==> src/rtl/apd_pkg.sv <==
// Package for the channel post-processing block: register map, field
// positions, pattern codes, bus carriers and datapath constants.
// Assumes 14-bit twos-complement samples and an AXI4-Lite register bus.
package apd_pkg;

  // Register indices; byte address is four times the index
  localparam logic [5:0] IDX_CTL_GAIN = 6'h03;
  localparam logic [5:0] IDX_CTL_PAT  = 6'h04;
  localparam logic [5:0] IDX_CH4_GO   = 6'h13;
  localparam logic [5:0] IDX_CH4_COPY = 6'h14;
  localparam logic [5:0] IDX_LANE_HP  = 6'h15;
  localparam int         NREG         = 5;
  localparam int         RI_CTLG      = 0;
  localparam int         RI_CTLP      = 1;
  localparam int         RI_GO        = 2;
  localparam int         RI_CP        = 3;
  localparam int         RI_LH        = 4;
  localparam logic [NREG-1:0][5:0] REG_IDX = {IDX_LANE_HP, IDX_CH4_COPY, IDX_CH4_GO, IDX_CTL_PAT, IDX_CTL_GAIN};
  localparam logic [15:0] REG_RESET = 16'h0000;

  // Field positions
  localparam int GAIN_EN_BIT = 12;
  localparam int OFS_EN_BIT  = 8;
  localparam int PATSEL_BIT  = 8;
  localparam int GAIN_MSB    = 15;
  localparam int GAIN_LSB    = 11;
  localparam int OFS_MSB     = 9;
  localparam int OFS_LSB     = 0;
  localparam int PRBS1_BIT   = 15;
  localparam int P1_MSB      = 11;
  localparam int P1_LSB      = 9;
  localparam int P2_MSB      = 8;
  localparam int P2_LSB      = 6;
  localparam int ROUND_BIT   = 5;
  localparam int K_MSB       = 4;
  localparam int K_LSB       = 1;
  localparam int HPEN_BIT    = 0;

  // Lane pattern codes in their encoded order
  typedef enum logic [2:0] {
    PAT_NORMAL, PAT_SYNC, PAT_ALT, PAT_CUSTOM, PAT_ONES, PAT_TOGGLE, PAT_ZEROS, PAT_RAMP
  } apd_pat_t;

  // Datapath constants
  localparam int                 GAIN_FRAC = 12;
  localparam int                 HP_FRAC   = 8;
  localparam logic signed [31:0] HP_HALF   = 32'sh0000_0080;
  localparam logic signed [31:0] SAT_HI    = 32'sh0000_1fff;
  localparam logic signed [31:0] SAT_LO    = 32'shffff_e000;
  localparam logic [13:0]        W_MAX     = 14'h1fff;
  localparam logic [13:0]        W_MIN     = 14'h2000;
  localparam logic [13:0]        W_ONES    = 14'h3fff;
  localparam logic [13:0]        W_ZEROS   = 14'h0000;
  localparam logic [13:0]        W_ALT     = 14'h1555;
  localparam logic [13:0]        W_ALT_N   = 14'h2aaa;
  localparam logic [13:0]        W_SYNC    = 14'h3f80;
  localparam logic [13:0]        RAMP_STEP = 14'h0001;
  localparam logic [15:0]        PRBS_SEED = 16'hace1;
  localparam logic [15:0]        PRBS_TAPS = 16'hb400;

  // Gain in steps of 0.2 dB, unsigned Q4.12, index 31 first
  localparam logic [31:0][15:0] GAIN_TAB = {
    16'h20ab, 16'h1fed, 16'h1f33, 16'h1e7d, 16'h1dcb, 16'h1d1e, 16'h1c74, 16'h1bce,
    16'h1b2c, 16'h1a8e, 16'h19f3, 16'h195c, 16'h18c8, 16'h1838, 16'h17ab, 16'h1721,
    16'h169a, 16'h1616, 16'h1595, 16'h1518, 16'h149d, 16'h1425, 16'h13af, 16'h133c,
    16'h12cc, 16'h125f, 16'h11f4, 16'h118b, 16'h1125, 16'h10c1, 16'h105f, 16'h1000};

  // Bus answers
  localparam logic [1:0] RESP_OKAY   = 2'h0;
  localparam logic [1:0] RESP_SLVERR = 2'h2;

  typedef logic [3:0][13:0] apd_lanes_t;

  typedef struct packed {
    logic        awvalid;
    logic [7:0]  awaddr;
    logic        wvalid;
    logic [31:0] wdata;
    logic [3:0]  wstrb;
    logic        bready;
    logic        arvalid;
    logic [7:0]  araddr;
    logic        rready;
  } apd_axi_req_t;

  typedef struct packed {
    logic        awready;
    logic        wready;
    logic        bvalid;
    logic [1:0]  bresp;
    logic        arready;
    logic        rvalid;
    logic [31:0] rdata;
    logic [1:0]  rresp;
  } apd_axi_rsp_t;

endpackage : apd_pkg

==> src/rtl/apd_postproc.sv <==
// Channel 1-4 post-processing: channel 4 gain and offset, shared high-pass
// filter, lane pattern and PRBS override, AXI4-Lite register slave.
// Assumes one 20 MHz clock and samples presented with a one-cycle valid.
//
// Contract
// - Gain enable scales channel 4 by N*0.2dB
// - Offset enable adds signed 10-bit offset
// - Pattern select plus bit gives lane PRBS
// - Pattern select drives lanes 1,2 coded patterns
// - Code values map to eight lane patterns
// - Rounding bit picks round or truncate
// - High-pass filter with shift k
// - Bit 0 enables filter, bypass at reset
`timescale 1ns/1ns
`default_nettype none
module apd_postproc
  import apd_pkg::*;
#(
  parameter logic [13:0] CUSTOM_PATTERN = 14'h0000
) (
  input  wire logic         clk_sys_i,
  input  wire logic         rst_n_i,
  input  wire apd_axi_req_t s_axi_i,
  output wire apd_axi_rsp_t s_axi_o,
  input  wire logic         sample_valid_i,
  input  wire apd_lanes_t   sample_i,
  output logic              lane_valid_o,
  output var  apd_lanes_t   lane_data_o
);

  typedef struct packed {
    logic [NREG-1:0][15:0] regs;
    logic                  aw_hold;
    logic                  w_hold;
    logic [5:0]            aw_idx;
    logic [15:0]           wdat;
    logic [1:0]            wbe;
    logic                  bvalid;
    logic [1:0]            bresp;
    logic                  rvalid;
    logic [1:0]            rresp;
    logic [15:0]           rdat;
    apd_lanes_t            xprev;
    logic [3:0][31:0]      yacc;
    apd_lanes_t            lane;
    logic                  lvalid;
    logic [15:0]           prbs;
    logic [13:0]           ramp;
    logic                  tog;
  } apd_st_t;

  apd_st_t              st_ff;
  apd_st_t              nxt_st;
  logic                 rst_meta_ff;
  logic                 rst_sync_ff;
  logic                 aw_take;
  logic                 w_take;
  logic                 ar_take;
  logic [NREG-1:0]      wsel;
  logic [NREG-1:0]      rsel;
  logic [3:0][13:0]     trunc_c;
  logic [3:0][13:0]     round_c;

  // One-hot register decode, shared by the read and write paths
  function automatic logic [NREG-1:0] reg_dec(input logic [5:0] idx);
    reg_dec = '0;
    for (int j = 0; j < NREG; j++) begin
      reg_dec[j] = (idx == REG_IDX[j]);
    end
  endfunction : reg_dec

  // Clamp to the 14-bit signed range instead of wrapping
  function automatic logic [13:0] sat14(input logic signed [31:0] v);
    if (v > SAT_HI) begin
      sat14 = W_MAX;
    end else if (v < SAT_LO) begin
      sat14 = W_MIN;
    end else begin
      sat14 = v[13:0];
    end
  endfunction : sat14

  // Reset released through two flops so removal is clean
  always_ff @(posedge clk_sys_i or negedge rst_n_i) begin
    if (!rst_n_i) begin
      rst_meta_ff <= 1'b0;
      rst_sync_ff <= 1'b0;
    end else begin
      rst_meta_ff <= 1'b1;
      rst_sync_ff <= rst_meta_ff;
    end
  end

  // Bus handshakes; new requests wait while a response is pending
  assign s_axi_o.awready = !st_ff.aw_hold && !st_ff.bvalid;
  assign s_axi_o.wready  = !st_ff.w_hold && !st_ff.bvalid;
  assign s_axi_o.arready = !st_ff.rvalid;
  assign s_axi_o.bvalid  = st_ff.bvalid;
  assign s_axi_o.bresp   = st_ff.bresp;
  assign s_axi_o.rvalid  = st_ff.rvalid;
  assign s_axi_o.rresp   = st_ff.rresp;
  assign s_axi_o.rdata   = {16'h0000, st_ff.rdat};
  assign aw_take         = s_axi_i.awvalid && s_axi_o.awready;
  assign w_take          = s_axi_i.wvalid && s_axi_o.wready;
  assign ar_take         = s_axi_i.arvalid && s_axi_o.arready;
  assign wsel            = reg_dec(st_ff.aw_idx);
  assign rsel            = reg_dec(s_axi_i.araddr[7:2]);
  assign lane_valid_o    = st_ff.lvalid;
  assign lane_data_o     = st_ff.lane;

  // Next state: register file, bus slave and the sample datapath
  always_comb begin
    logic signed [31:0] xe;
    logic signed [31:0] ge;
    logic signed [31:0] s;
    logic signed [31:0] y;
    logic [3:0][13:0]   xc;
    logic [3:0]         k;
    logic [2:0]         code;
    logic [13:0]        w;
    nxt_st  = st_ff;
    xe      = '0;
    ge      = '0;
    s       = '0;
    y       = '0;
    xc      = sample_i;
    k       = st_ff.regs[RI_LH][K_MSB:K_LSB];
    code    = PAT_NORMAL;
    w       = '0;
    trunc_c = '0;
    round_c = '0;

    // Write channel: capture address and data in either order
    if (aw_take) begin
      nxt_st.aw_hold = 1'b1;
      nxt_st.aw_idx  = s_axi_i.awaddr[7:2];
    end
    if (w_take) begin
      nxt_st.w_hold = 1'b1;
      nxt_st.wdat   = s_axi_i.wdata[15:0];
      nxt_st.wbe    = s_axi_i.wstrb[1:0];
    end
    // Reserved bits are stored as written; the host keeps them zero
    if (st_ff.aw_hold && st_ff.w_hold) begin
      nxt_st.aw_hold = 1'b0;
      nxt_st.w_hold  = 1'b0;
      nxt_st.bvalid  = 1'b1;
      nxt_st.bresp   = (wsel == '0) ? RESP_SLVERR : RESP_OKAY;
      for (int j = 0; j < NREG; j++) begin
        if (wsel[j] && st_ff.wbe[0]) nxt_st.regs[j][7:0] = st_ff.wdat[7:0];
        if (wsel[j] && st_ff.wbe[1]) nxt_st.regs[j][15:8] = st_ff.wdat[15:8];
      end
    end
    if (st_ff.bvalid && s_axi_i.bready) begin
      nxt_st.bvalid = 1'b0;
    end

    // Read channel: data registered one cycle after the address
    if (ar_take) begin
      nxt_st.rvalid = 1'b1;
      nxt_st.rresp  = (rsel == '0) ? RESP_SLVERR : RESP_OKAY;
      nxt_st.rdat   = '0;
      for (int j = 0; j < NREG; j++) begin
        if (rsel[j]) nxt_st.rdat = nxt_st.rdat | st_ff.regs[j];
      end
    end else if (st_ff.rvalid && s_axi_i.rready) begin
      nxt_st.rvalid = 1'b0;
    end

    // Channel 4 gain then offset; only the primary offset copy is used
    if (st_ff.regs[RI_CTLG][GAIN_EN_BIT]) begin
      xe    = 32'(signed'(sample_i[3]));
      ge    = 32'(signed'({1'b0, GAIN_TAB[st_ff.regs[RI_GO][GAIN_MSB:GAIN_LSB]]}));
      xc[3] = sat14((xe * ge) >>> GAIN_FRAC);
    end
    if (st_ff.regs[RI_CTLG][OFS_EN_BIT]) begin
      xe    = 32'(signed'(xc[3]));
      ge    = 32'(signed'(st_ff.regs[RI_GO][OFS_MSB:OFS_LSB]));
      xc[3] = sat14(xe + ge);
    end

    // Shared high-pass: y = s*2^k/(2^k+1) taken as s - s/2^k + s/4^k
    for (int i = 0; i < 4; i++) begin
      s = (32'(signed'(xc[i])) <<< HP_FRAC) - (32'(signed'(st_ff.xprev[i])) <<< HP_FRAC)
          + signed'(st_ff.yacc[i]);
      y = s - (s >>> k) + (s >>> {k, 1'b0});
      trunc_c[i] = sat14(y >>> HP_FRAC);
      round_c[i] = sat14((y + HP_HALF) >>> HP_FRAC);
      if (sample_valid_i) begin
        nxt_st.xprev[i] = xc[i];
        // Accumulator cleared in bypass so enabling starts without a step
        nxt_st.yacc[i]  = st_ff.regs[RI_LH][HPEN_BIT] ? 32'(y) : '0;
      end
      if (st_ff.regs[RI_LH][HPEN_BIT]) begin
        w = st_ff.regs[RI_LH][ROUND_BIT] ? round_c[i] : trunc_c[i];
      end else begin
        w = xc[i];
      end

      // Lane override; PRBS has priority over the coded pattern
      if (i == 0) code = st_ff.regs[RI_LH][P1_MSB:P1_LSB];
      else if (i == 1) code = st_ff.regs[RI_LH][P2_MSB:P2_LSB];
      else code = PAT_NORMAL;
      if (st_ff.regs[RI_CTLP][PATSEL_BIT]) begin
        if (st_ff.regs[RI_LH][PRBS1_BIT-i]) begin
          w = st_ff.prbs[13:0];
        end else begin
          unique case (apd_pat_t'(code))
            PAT_NORMAL: w = w;
            PAT_SYNC:   w = W_SYNC;
            PAT_ALT:    w = W_ALT;
            PAT_CUSTOM: w = CUSTOM_PATTERN;
            PAT_ONES:   w = W_ONES;
            PAT_TOGGLE: w = st_ff.tog ? W_ALT_N : W_ALT;
            PAT_ZEROS:  w = W_ZEROS;
            PAT_RAMP:   w = st_ff.ramp;
          endcase
        end
      end
      if (sample_valid_i) nxt_st.lane[i] = w;
    end

    // Pattern generators advance once per sample
    nxt_st.lvalid = sample_valid_i;
    if (sample_valid_i) begin
      nxt_st.prbs = st_ff.prbs[0] ? ((st_ff.prbs >> 1) ^ PRBS_TAPS) : (st_ff.prbs >> 1);
      nxt_st.ramp = st_ff.ramp + RAMP_STEP;
      nxt_st.tog  = !st_ff.tog;
    end
  end

  // State register; all control fields zero so the filter is bypassed
  always_ff @(posedge clk_sys_i or negedge rst_sync_ff) begin
    if (!rst_sync_ff) begin
      st_ff      <= '0;
      st_ff.prbs <= PRBS_SEED;
    end else begin
      st_ff <= nxt_st;
    end
  end

  // Shorthand for assertion conditions
  logic hp_on;
  logic pat_on;
  assign hp_on  = st_ff.regs[RI_LH][HPEN_BIT];
  assign pat_on = st_ff.regs[RI_CTLP][PATSEL_BIT];

  property p_gain;
    @(posedge clk_sys_i) disable iff (!rst_sync_ff)
      sample_valid_i && st_ff.regs[RI_CTLG][GAIN_EN_BIT] && !st_ff.regs[RI_CTLG][OFS_EN_BIT]
      && !hp_on && !pat_on && (st_ff.regs[RI_GO][GAIN_MSB:GAIN_LSB] != '0) && (sample_i[3] == 14'h03e8)
      |=> signed'(lane_data_o[3]) > signed'(14'h03e8);
  endproperty
  a_gain: assert property (p_gain) else $error("gain step did not raise channel 4");

  property p_offset;
    @(posedge clk_sys_i) disable iff (!rst_sync_ff)
      sample_valid_i && !st_ff.regs[RI_CTLG][GAIN_EN_BIT] && st_ff.regs[RI_CTLG][OFS_EN_BIT]
      && !hp_on && !pat_on && (sample_i[3] == '0)
      |=> lane_data_o[3] == 14'(signed'($past(st_ff.regs[RI_GO][OFS_MSB:OFS_LSB])));
  endproperty
  a_offset: assert property (p_offset) else $error("channel 4 offset not applied");

  property p_prbs;
    @(posedge clk_sys_i) disable iff (!rst_sync_ff)
      sample_valid_i && pat_on && st_ff.regs[RI_LH][PRBS1_BIT]
      |=> lane_valid_o && (lane_data_o[0] == $past(st_ff.prbs[13:0]));
  endproperty
  a_prbs: assert property (p_prbs) else $error("lane 1 not carrying PRBS");

  property p_lane2_zero;
    @(posedge clk_sys_i) disable iff (!rst_sync_ff)
      sample_valid_i && pat_on && !st_ff.regs[RI_LH][PRBS1_BIT-1]
      && (st_ff.regs[RI_LH][P2_MSB:P2_LSB] == PAT_ZEROS)
      |=> lane_data_o[1] == W_ZEROS;
  endproperty
  a_lane2_zero: assert property (p_lane2_zero) else $error("lane 2 zero pattern wrong");

  property p_lane1_toggle;
    @(posedge clk_sys_i) disable iff (!rst_sync_ff)
      sample_valid_i && pat_on && !st_ff.regs[RI_LH][PRBS1_BIT]
      && (st_ff.regs[RI_LH][P1_MSB:P1_LSB] == PAT_TOGGLE)
      ##1 !sample_valid_i && $stable(st_ff.regs) ##1 !sample_valid_i && $stable(st_ff.regs)
      ##1 sample_valid_i && $stable(st_ff.regs)
      |=> (lane_data_o[0] ^ $past(lane_data_o[0])) == W_ONES;
  endproperty
  a_lane1_toggle: assert property (p_lane1_toggle) else $error("lane 1 toggle not alternating");

  property p_round;
    @(posedge clk_sys_i) disable iff (!rst_sync_ff)
      sample_valid_i && hp_on && !pat_on && st_ff.regs[RI_LH][ROUND_BIT] && (trunc_c[2] != W_MAX)
      |=> (lane_data_o[2] == $past(trunc_c[2])) || (lane_data_o[2] == $past(trunc_c[2]) + RAMP_STEP);
  endproperty
  a_round: assert property (p_round) else $error("rounded output off by more than one");

  property p_hpf_dc;
    @(posedge clk_sys_i) disable iff (!rst_sync_ff)
      sample_valid_i && hp_on && !pat_on && (sample_i[2] == st_ff.xprev[2]) && (st_ff.yacc[2] == '0)
      |=> lane_data_o[2] == W_ZEROS;
  endproperty
  a_hpf_dc: assert property (p_hpf_dc) else $error("filter passed a constant input");

  property p_bypass;
    @(posedge clk_sys_i) disable iff (!rst_sync_ff)
      sample_valid_i && !hp_on && !pat_on
      |=> lane_valid_o && (lane_data_o[2] == $past(sample_i[2]));
  endproperty
  a_bypass: assert property (p_bypass) else $error("bypass altered channel 3");

endmodule : apd_postproc
`default_nettype wire

==> config.mk <==
export PLATFORM = sky130hd
export DESIGN_NAME = apd_postproc
export DESIGN_NICKNAME = d
export VERILOG_FILES = /design/src/rtl/apd_pkg.sv /design/src/rtl/apd_postproc.sv
export SDC_FILE = /design/constraint.sdc
export NUM_CORES = 2
export LEC_CHECK = 0
export BUFFER_PORTS_ARGS = -buffer_cell sky130_fd_sc_hd__buf_2
export CAP_MARGIN = 5
export CELL_PAD_IN_SITES_DETAIL_PLACEMENT = 0
export CELL_PAD_IN_SITES_GLOBAL_PLACEMENT = 1
export CORE_ASPECT_RATIO = 1.25
export CORE_MARGIN = 3
export CORE_UTILIZATION = 49
export DETAILED_ROUTE_END_ITERATION = 7
export HOLD_SLACK_MARGIN = 0.08
export PLACE_DENSITY_LB_ADDON = 0.15
export SYNTH_ARGS = -nofsm -noshare
export SYNTH_HDL_FRONTEND = slang
export SYNTH_SLANG_ARGS = --single-unit
==> constraint.sdc <==
create_clock -name clk_sys_i -period 14.15 [get_ports clk_sys_i]
set_input_delay 3.5375 -clock clk_sys_i [delete_from_list [all_inputs] [get_ports clk_sys_i]]
set_output_delay 3.5375 -clock clk_sys_i [all_outputs]
set_load 0.01 [all_outputs]
## Word-level counts from Yosys, hierarchy flattened

Memory sizes are Yosys's and may differ from the RTL's.
Cells that the tools add are included.

- Flip-flop bits (word level): 402
- Bits in read-only memories: 512
- Input bits: 116
- Output and inout bits: 98
- Memories: 1

Memory list:

| memory | words | bits a word | read ports | clocked after memory_dff | wr ports | line | RTL |
|---|---|---|---|---|---|---|---|
| (name not given) | 32 | 16 | 1 | 0 | 0 | apd_postproc.sv:173 | `ge = 32'(signed'({1'b0, GAIN_TAB[st_ff.regs[RI_GO][GAIN_MSB:GAIN_LSB]]}));` |

- Add/sub/neg operators: 22
- Multiply operators: 1
- $lt $le $gt $ge: 21
- Equal/unequal tests: 24
- Shifts and indexed selects: 8
- Multiplexer cells: 65
- Bitwise logic cells: 5
- Reduce and logical (&&, ||, !) cells: 43

Operators with widths:

| kind | number |
|---|---|
| $mux 14 | 39 |
| $pmux 14 s7 | 2 |
| $gt 24x14->1 const B | 8 |
| $lt 24x14->1 const B | 8 |
| $mux 16 | 11 |
| $add 23x32->32 | 4 |
| $add 32x32->32 | 4 |
| $add 32x9->32 const B | 4 |
| $mux 32 | 4 |
| $sshr 32x4->32 | 4 |
| $sshr 32x5->32 | 4 |
| $sub 32x32->32 | 4 |
| $sub 22x22->23 | 4 |
| $or 16x16->16 | 4 |
| $eq 6x5->1 const B | 6 |
| $mul 14x17->31 | 1 |
| $eq 3x3->1 const B | 8 |
| $reduce_and 2->1 | 10 |
| $gt 19x14->1 const B | 1 |
| $lt 19x14->1 const B | 1 |
| $logic_and 1x1->1 | 18 |
| $add 14x10->15 | 1 |
| $gt 15x14->1 const B | 1 |
| $lt 15x14->1 const B | 1 |
| 15 further kinds | 37 |

## Longest topological paths before layout

- Depth after elaboration: 25
- Depth in mapped cells: 83
- Gate-level depth less buffers: 79

## Worst setup path before layout

Ideal clock, no wire load.

- Path kind: input port to flip-flop
- From: input port sample_i[44] (netlist name)
- To: register st_ff, in the netlist lane_data_o[46]
- Setup time: 0.121 ns
- Arrival: 19.779 ns
- Setup slack: -5.750 ns
- Stages: 72
- Path buffers: 4
- Path through: clkbuf_1 -> and2_1 -> fa_1 -> inv_1 -> fa_1 -> inv_1 -> fa_1 -> inv_1 -> fa_1 -> inv_1 -> fa_1 -> inv_1 -> fa_1 -> inv_1 -> ha_1 -> a21oi_1 -> o21bai_1 -> a211o_1 -> [... 36 more ...] -> fa_1 -> inv_1 -> ha_1 -> clkbuf_1 -> nand2_1 -> or3b_2 -> nor3_1 -> o2bb2ai_1 -> nor2_1 -> xor2_1 -> or4_1 -> nor4_2 -> mux2_2 -> a211oi_1 -> o21a_2 -> buf_6 -> o21ai_0 -> a22o_1

- Word-level cells in the longest chain between the ends: 23

RTL lines:

| item | line | RTL |
|---|---|---|
| from (decl) | apd_postproc.sv:26 | `input wire apd_lanes_t sample_i,` |
| $mul 14x17->31 | apd_postproc.sv:174 | `xc[3] = sat14((xe * ge) >>> GAIN_FRAC);` |
| $lt 19x14->1 | apd_postproc.sv:76 | `end else if (v < SAT_LO) begin` |
| $mux 14 | apd_postproc.sv:76 |  |
| $mux 14 | apd_postproc.sv:74 | `if (v > SAT_HI) begin` |
| $mux 14 * | apd_postproc.sv:171 | `if (st_ff.regs[RI_CTLG][GAIN_EN_BIT]) begin` |
| $add 14x10->15 | apd_postproc.sv:179 | `xc[3] = sat14(xe + ge);` |
| $lt 15x14->1 | apd_postproc.sv:76 |  |
| $mux 14 | apd_postproc.sv:76 |  |
| [... 7 more ...] | n/a |  |
| $add 32x9->32 | apd_postproc.sv:188 | `round_c[i] = sat14((y + HP_HALF) >>> HP_FRAC);` |
| $lt 24x14->1 | apd_postproc.sv:76 |  |
| $mux 14 | apd_postproc.sv:76 |  |
| $mux 14 | apd_postproc.sv:74 |  |
| $mux 14 | apd_postproc.sv:195 | `w = st_ff.regs[RI_LH][ROUND_BIT] ? round_c[i] : trunc_c[i];` |
| $mux 14 * | apd_postproc.sv:194 | `if (st_ff.regs[RI_LH][HPEN_BIT]) begin` |
| $mux 14 | apd_postproc.sv:205 | `if (st_ff.regs[RI_LH][PRBS1_BIT-i]) begin` |
| $mux 14 * | apd_postproc.sv:204 | `if (st_ff.regs[RI_CTLP][PATSEL_BIT]) begin` |
| to (signal assigned) | apd_postproc.sv:238 | `st_ff <= nxt_st;` |
| to (decl) | apd_postproc.sv:52 | `apd_st_t st_ff;` |

Every way passes the cells marked *; elsewhere a longest branch is shown, timed or not.
A chain may end at the register's enable or synchronous reset.

## Final worst setup path

- From: input port sample_i[44] (netlist name)
- To: register st_ff, in the netlist lane_data_o[47]

Same word-level chain as after synthesis.

==> reports/qor.yml <==
status: "complete, but fails checks"
violations_in_the_final_reports: "negative setup slack"
tightest_slew_ns: 1.23
first_global_vias: 59464
antenna_violating_nets_post_route: 0
critPathSlowestCell: "sky130_fd_sc_hd__or4_4"
synth.cells.most_frequent: "923 x sky130_fd_sc_hd__inv_1, 610 x sky130_fd_sc_hd__nand2_1, 591 x sky130_fd_sc_hd__a21oi_1"
crit-reg2reg-capture: "lane_data_o[47]$_DFFE_PN0P_"
ys_types: 111
post_synth.cell_area_avg_um2: 7.85
insertion_delay_ns: 0.67
first_pass_iteration_count_of_the_detailed_router: 6
route.detailed.wl_per_inst_um: 23.2
dieHeight_um: 397
synth_edf_count: 0
syn2layout_area_growth_pct: 19.4
netlist.top_cell.by_area: "sky130_fd_sc_hd__dfrtp_1"
post_dp_cell_area_um2: 67000
grt_util_all_layers_pct: 35.0
finalHoldViolations: 0
dieWidth_um: 318
critical_path_peak_fanout: 8
max_freq_mhz: 52.7
worst_r2r_path_depth: 78
placement_rows: 142
worst-path-buf-inv: 22
crit_top_cell: "sky130_fd_sc_hd__fa_1"
initial_core_util_pct: 49.6
hpwlAfterDp_um: 181000
final_layout_size_suffix_gt1_share_pct: 21.9
pre_cts_slack_ns: -5.97
hp_class: "register to register"
ys_ff_latch: 400
filler_cell_count: 11221
final_min_period_over_clock_period_pct: 134
cp_data_required_time_ns: 14.71
drc_errors: 0
final_cell_area_um2: 71400
regToRegStartpoint: "st_ff[363]$_DFFE_PN0P_"
synthMostInstantiatedCell: "sky130_fd_sc_hd__inv_1"
crit_start: "sample_i[44]"
postCtsHoldBufs: 0
finish.utilization_pct: 59.3
global_route.overflow_total: 0
clock_sinks: 400
die_area_um2: 126000
numPortBuffers: 173
grt_max_degree: 168
critPathLaunchType: "primary input"
count_of_synthesis_stage_warnings_from_yosys: 0
drv.max_cap_violation_count: 0
cts_root_buffer: "sky130_fd_sc_hd__clkbuf_16"
slew_violations: 0
cp_slowest_stage_delay_ns: 0.57
crit_cells: 78
grt_first_pass_wirelength_um: 350000
setup_ws_ns: -4.82
maximum_clock_insertion_buffer_count: 3
timing.final.setup_violations: 46
syn-cell-area_um2: 59800
final_nets: 9073
maxSlewHeadroom_pct: 17.5
initial_antenna_violation_count: 8
vias: 59819
period_needed_ns: 18.97
crit_family: "compound AO/OA/AOI/OAI gates"
tritoncts.num_buffers: 49
drt_iter0_drc: 5363
hold_depth: 0
synth.yosys.seq_area_share_pct: 16.8
totalWireLength_um: 228000
fp.coreArea_um2: 120000
clk_transition_reported_paths_ns: 0.06
ys.flop_type: "sky130_fd_sc_hd__dfrtp_1"
vias_per_cell: 6.08
maximum_level_of_the_cts_h_tree: 2
setup.reg_to_reg.worst_slack_ns: -3.52
timing.critical_path.arrival_ns: 19.54
gp_congestion: 0.972
setup_repair_after_global_routing_missed_its_margin: "true"
criticalPathCategory: "primary input to register"
num_io_pins: 214
netlist.area_leader.share_pct: 16.4
synth.area.top_cells: "sky130_fd_sc_hd__dfrtp_1 16%, sky130_fd_sc_hd__fa_1 12%, sky130_fd_sc_hd__ha_1 8.2%"
asyncSetResetFlopFracSynth_pct: 100
synthesis.instances: 7620
cp-end-kind: "register"
setup_clock_skew_after_layout_ns: 0.0371
setup.worst_path.end: "lane_data_o[47]$_DFFE_PN0P_"
tritoncts: "built"
-- worst min path at each step --
stage | start | end | slack [ns]
3_3_place_gp | rst_meta_ff$_DFF_PN0_ | rst_sync_ff$_DFF_PN0_ | 0.34
2_1_floorplan | rst_meta_ff$_DFF_PN0_ | rst_sync_ff$_DFF_PN0_ | 0.33
3_5_place_dp | rst_meta_ff$_DFF_PN0_ | rst_sync_ff$_DFF_PN0_ | 0.34
6_report | rst_meta_ff$_DFF_PN0_ | rst_sync_ff$_DFF_PN0_ | 0.37
4_1_cts | rst_meta_ff$_DFF_PN0_ | rst_sync_ff$_DFF_PN0_ | 0.37
5_1_grt | rst_meta_ff$_DFF_PN0_ | rst_sync_ff$_DFF_PN0_ | 0.38
-- timing repair --
item	4_1_cts	5_1_grt
gates resized for setup	261	174
setup buffers	51	53
endpoints found under the setup margin	46	46
cloned	1	1
pin swaps	96	110
-- final cells by class --
class	count	area, um^2	area share [%]
antenna	2	5.00	0.00701
sequential	400	10000	14.1
inverter	926	3500	4.90
multi-input combinational	5813	46500	65.1
clock buffer	66	1350	1.89
tap	1584	1980	2.77
clock inverter	26	355	0.497
timing repair buffer	1020	7660	10.7
-- sequential cells by signal, indices dropped and copies added, names as in the netlist --
| name | count |
|---|---|
| s_axi_o | 20 |
| rst_meta_ff | 1 |
| hp_on | 1 |
| st_ff | 319 |
| rst_sync_ff | 1 |
| pat_on | 1 |
| lane_data_o | 56 |
| lane_valid_o | 1 |
-- stage by stage --
stage | setup TNS (ns) | instances | hold WS, ns
after floorplan | -133.38 | 7637 | 0.331
after global placement | -194.91 | 9648 | 0.345
after detailed placement | -201.81 | 9648 | 0.342
after CTS | -143.67 | 9785 | 0.367
after global routing | -177.14 | 9835 | 0.384
final | -153.92 | 9837 | 0.367
-- logic make-up (layout without fill, tap and decap cells) --
group	count (synthesis)	in the layout	share of synthesized area (%)
simple gates	1977	1977	15.9
mux	378	378	7.31
buf+inv	1425	2038	9.63
compound gates	2381	2382	25.7
fa+ha+maj	750	750	20.1
other cells	2	21	0.0126
xor+xnor	307	307	4.57
flops	400	400	16.8
-- routing by layer --
metal / part of all wire, % / wire length [um] / GRT usage, %
met3: 5.7 / 12900 / 4.01
met5: 0.026 / 59 / 0
met2: 48 / 110000 / 60.2
met4: 5.6 / 12700 / 16.7
met1: 40 / 92300 / 43.8
-- cells in the final DEF, fill, tap and decap left out, types with 100 or more instances in the layout --
cell,n
sky130_fd_sc_hd__dfrtp_1,386
sky130_fd_sc_hd__nor2_1,493
sky130_fd_sc_hd__mux2i_1,134
sky130_fd_sc_hd__inv_1,903
sky130_fd_sc_hd__a21o_1,185
sky130_fd_sc_hd__fa_1,348
sky130_fd_sc_hd__o21ai_0,481
sky130_fd_sc_hd__a21oi_1,542
sky130_fd_sc_hd__xor2_1,100
sky130_fd_sc_hd__nand3_1,123
sky130_fd_sc_hd__o22ai_1,131
sky130_fd_sc_hd__xnor2_1,174
sky130_fd_sc_hd__ha_1,357
sky130_fd_sc_hd__nor3_1,112
sky130_fd_sc_hd__buf_2,166
sky130_fd_sc_hd__a211oi_1,146
sky130_fd_sc_hd__nand2_1,594
sky130_fd_sc_hd__buf_4,787
sky130_fd_sc_hd__and2_1,152
sky130_fd_sc_hd__mux2_2,199
Power is not shown: default switching activity piles up to over one toggle a cycle in this logic, so the estimate is an artifact.
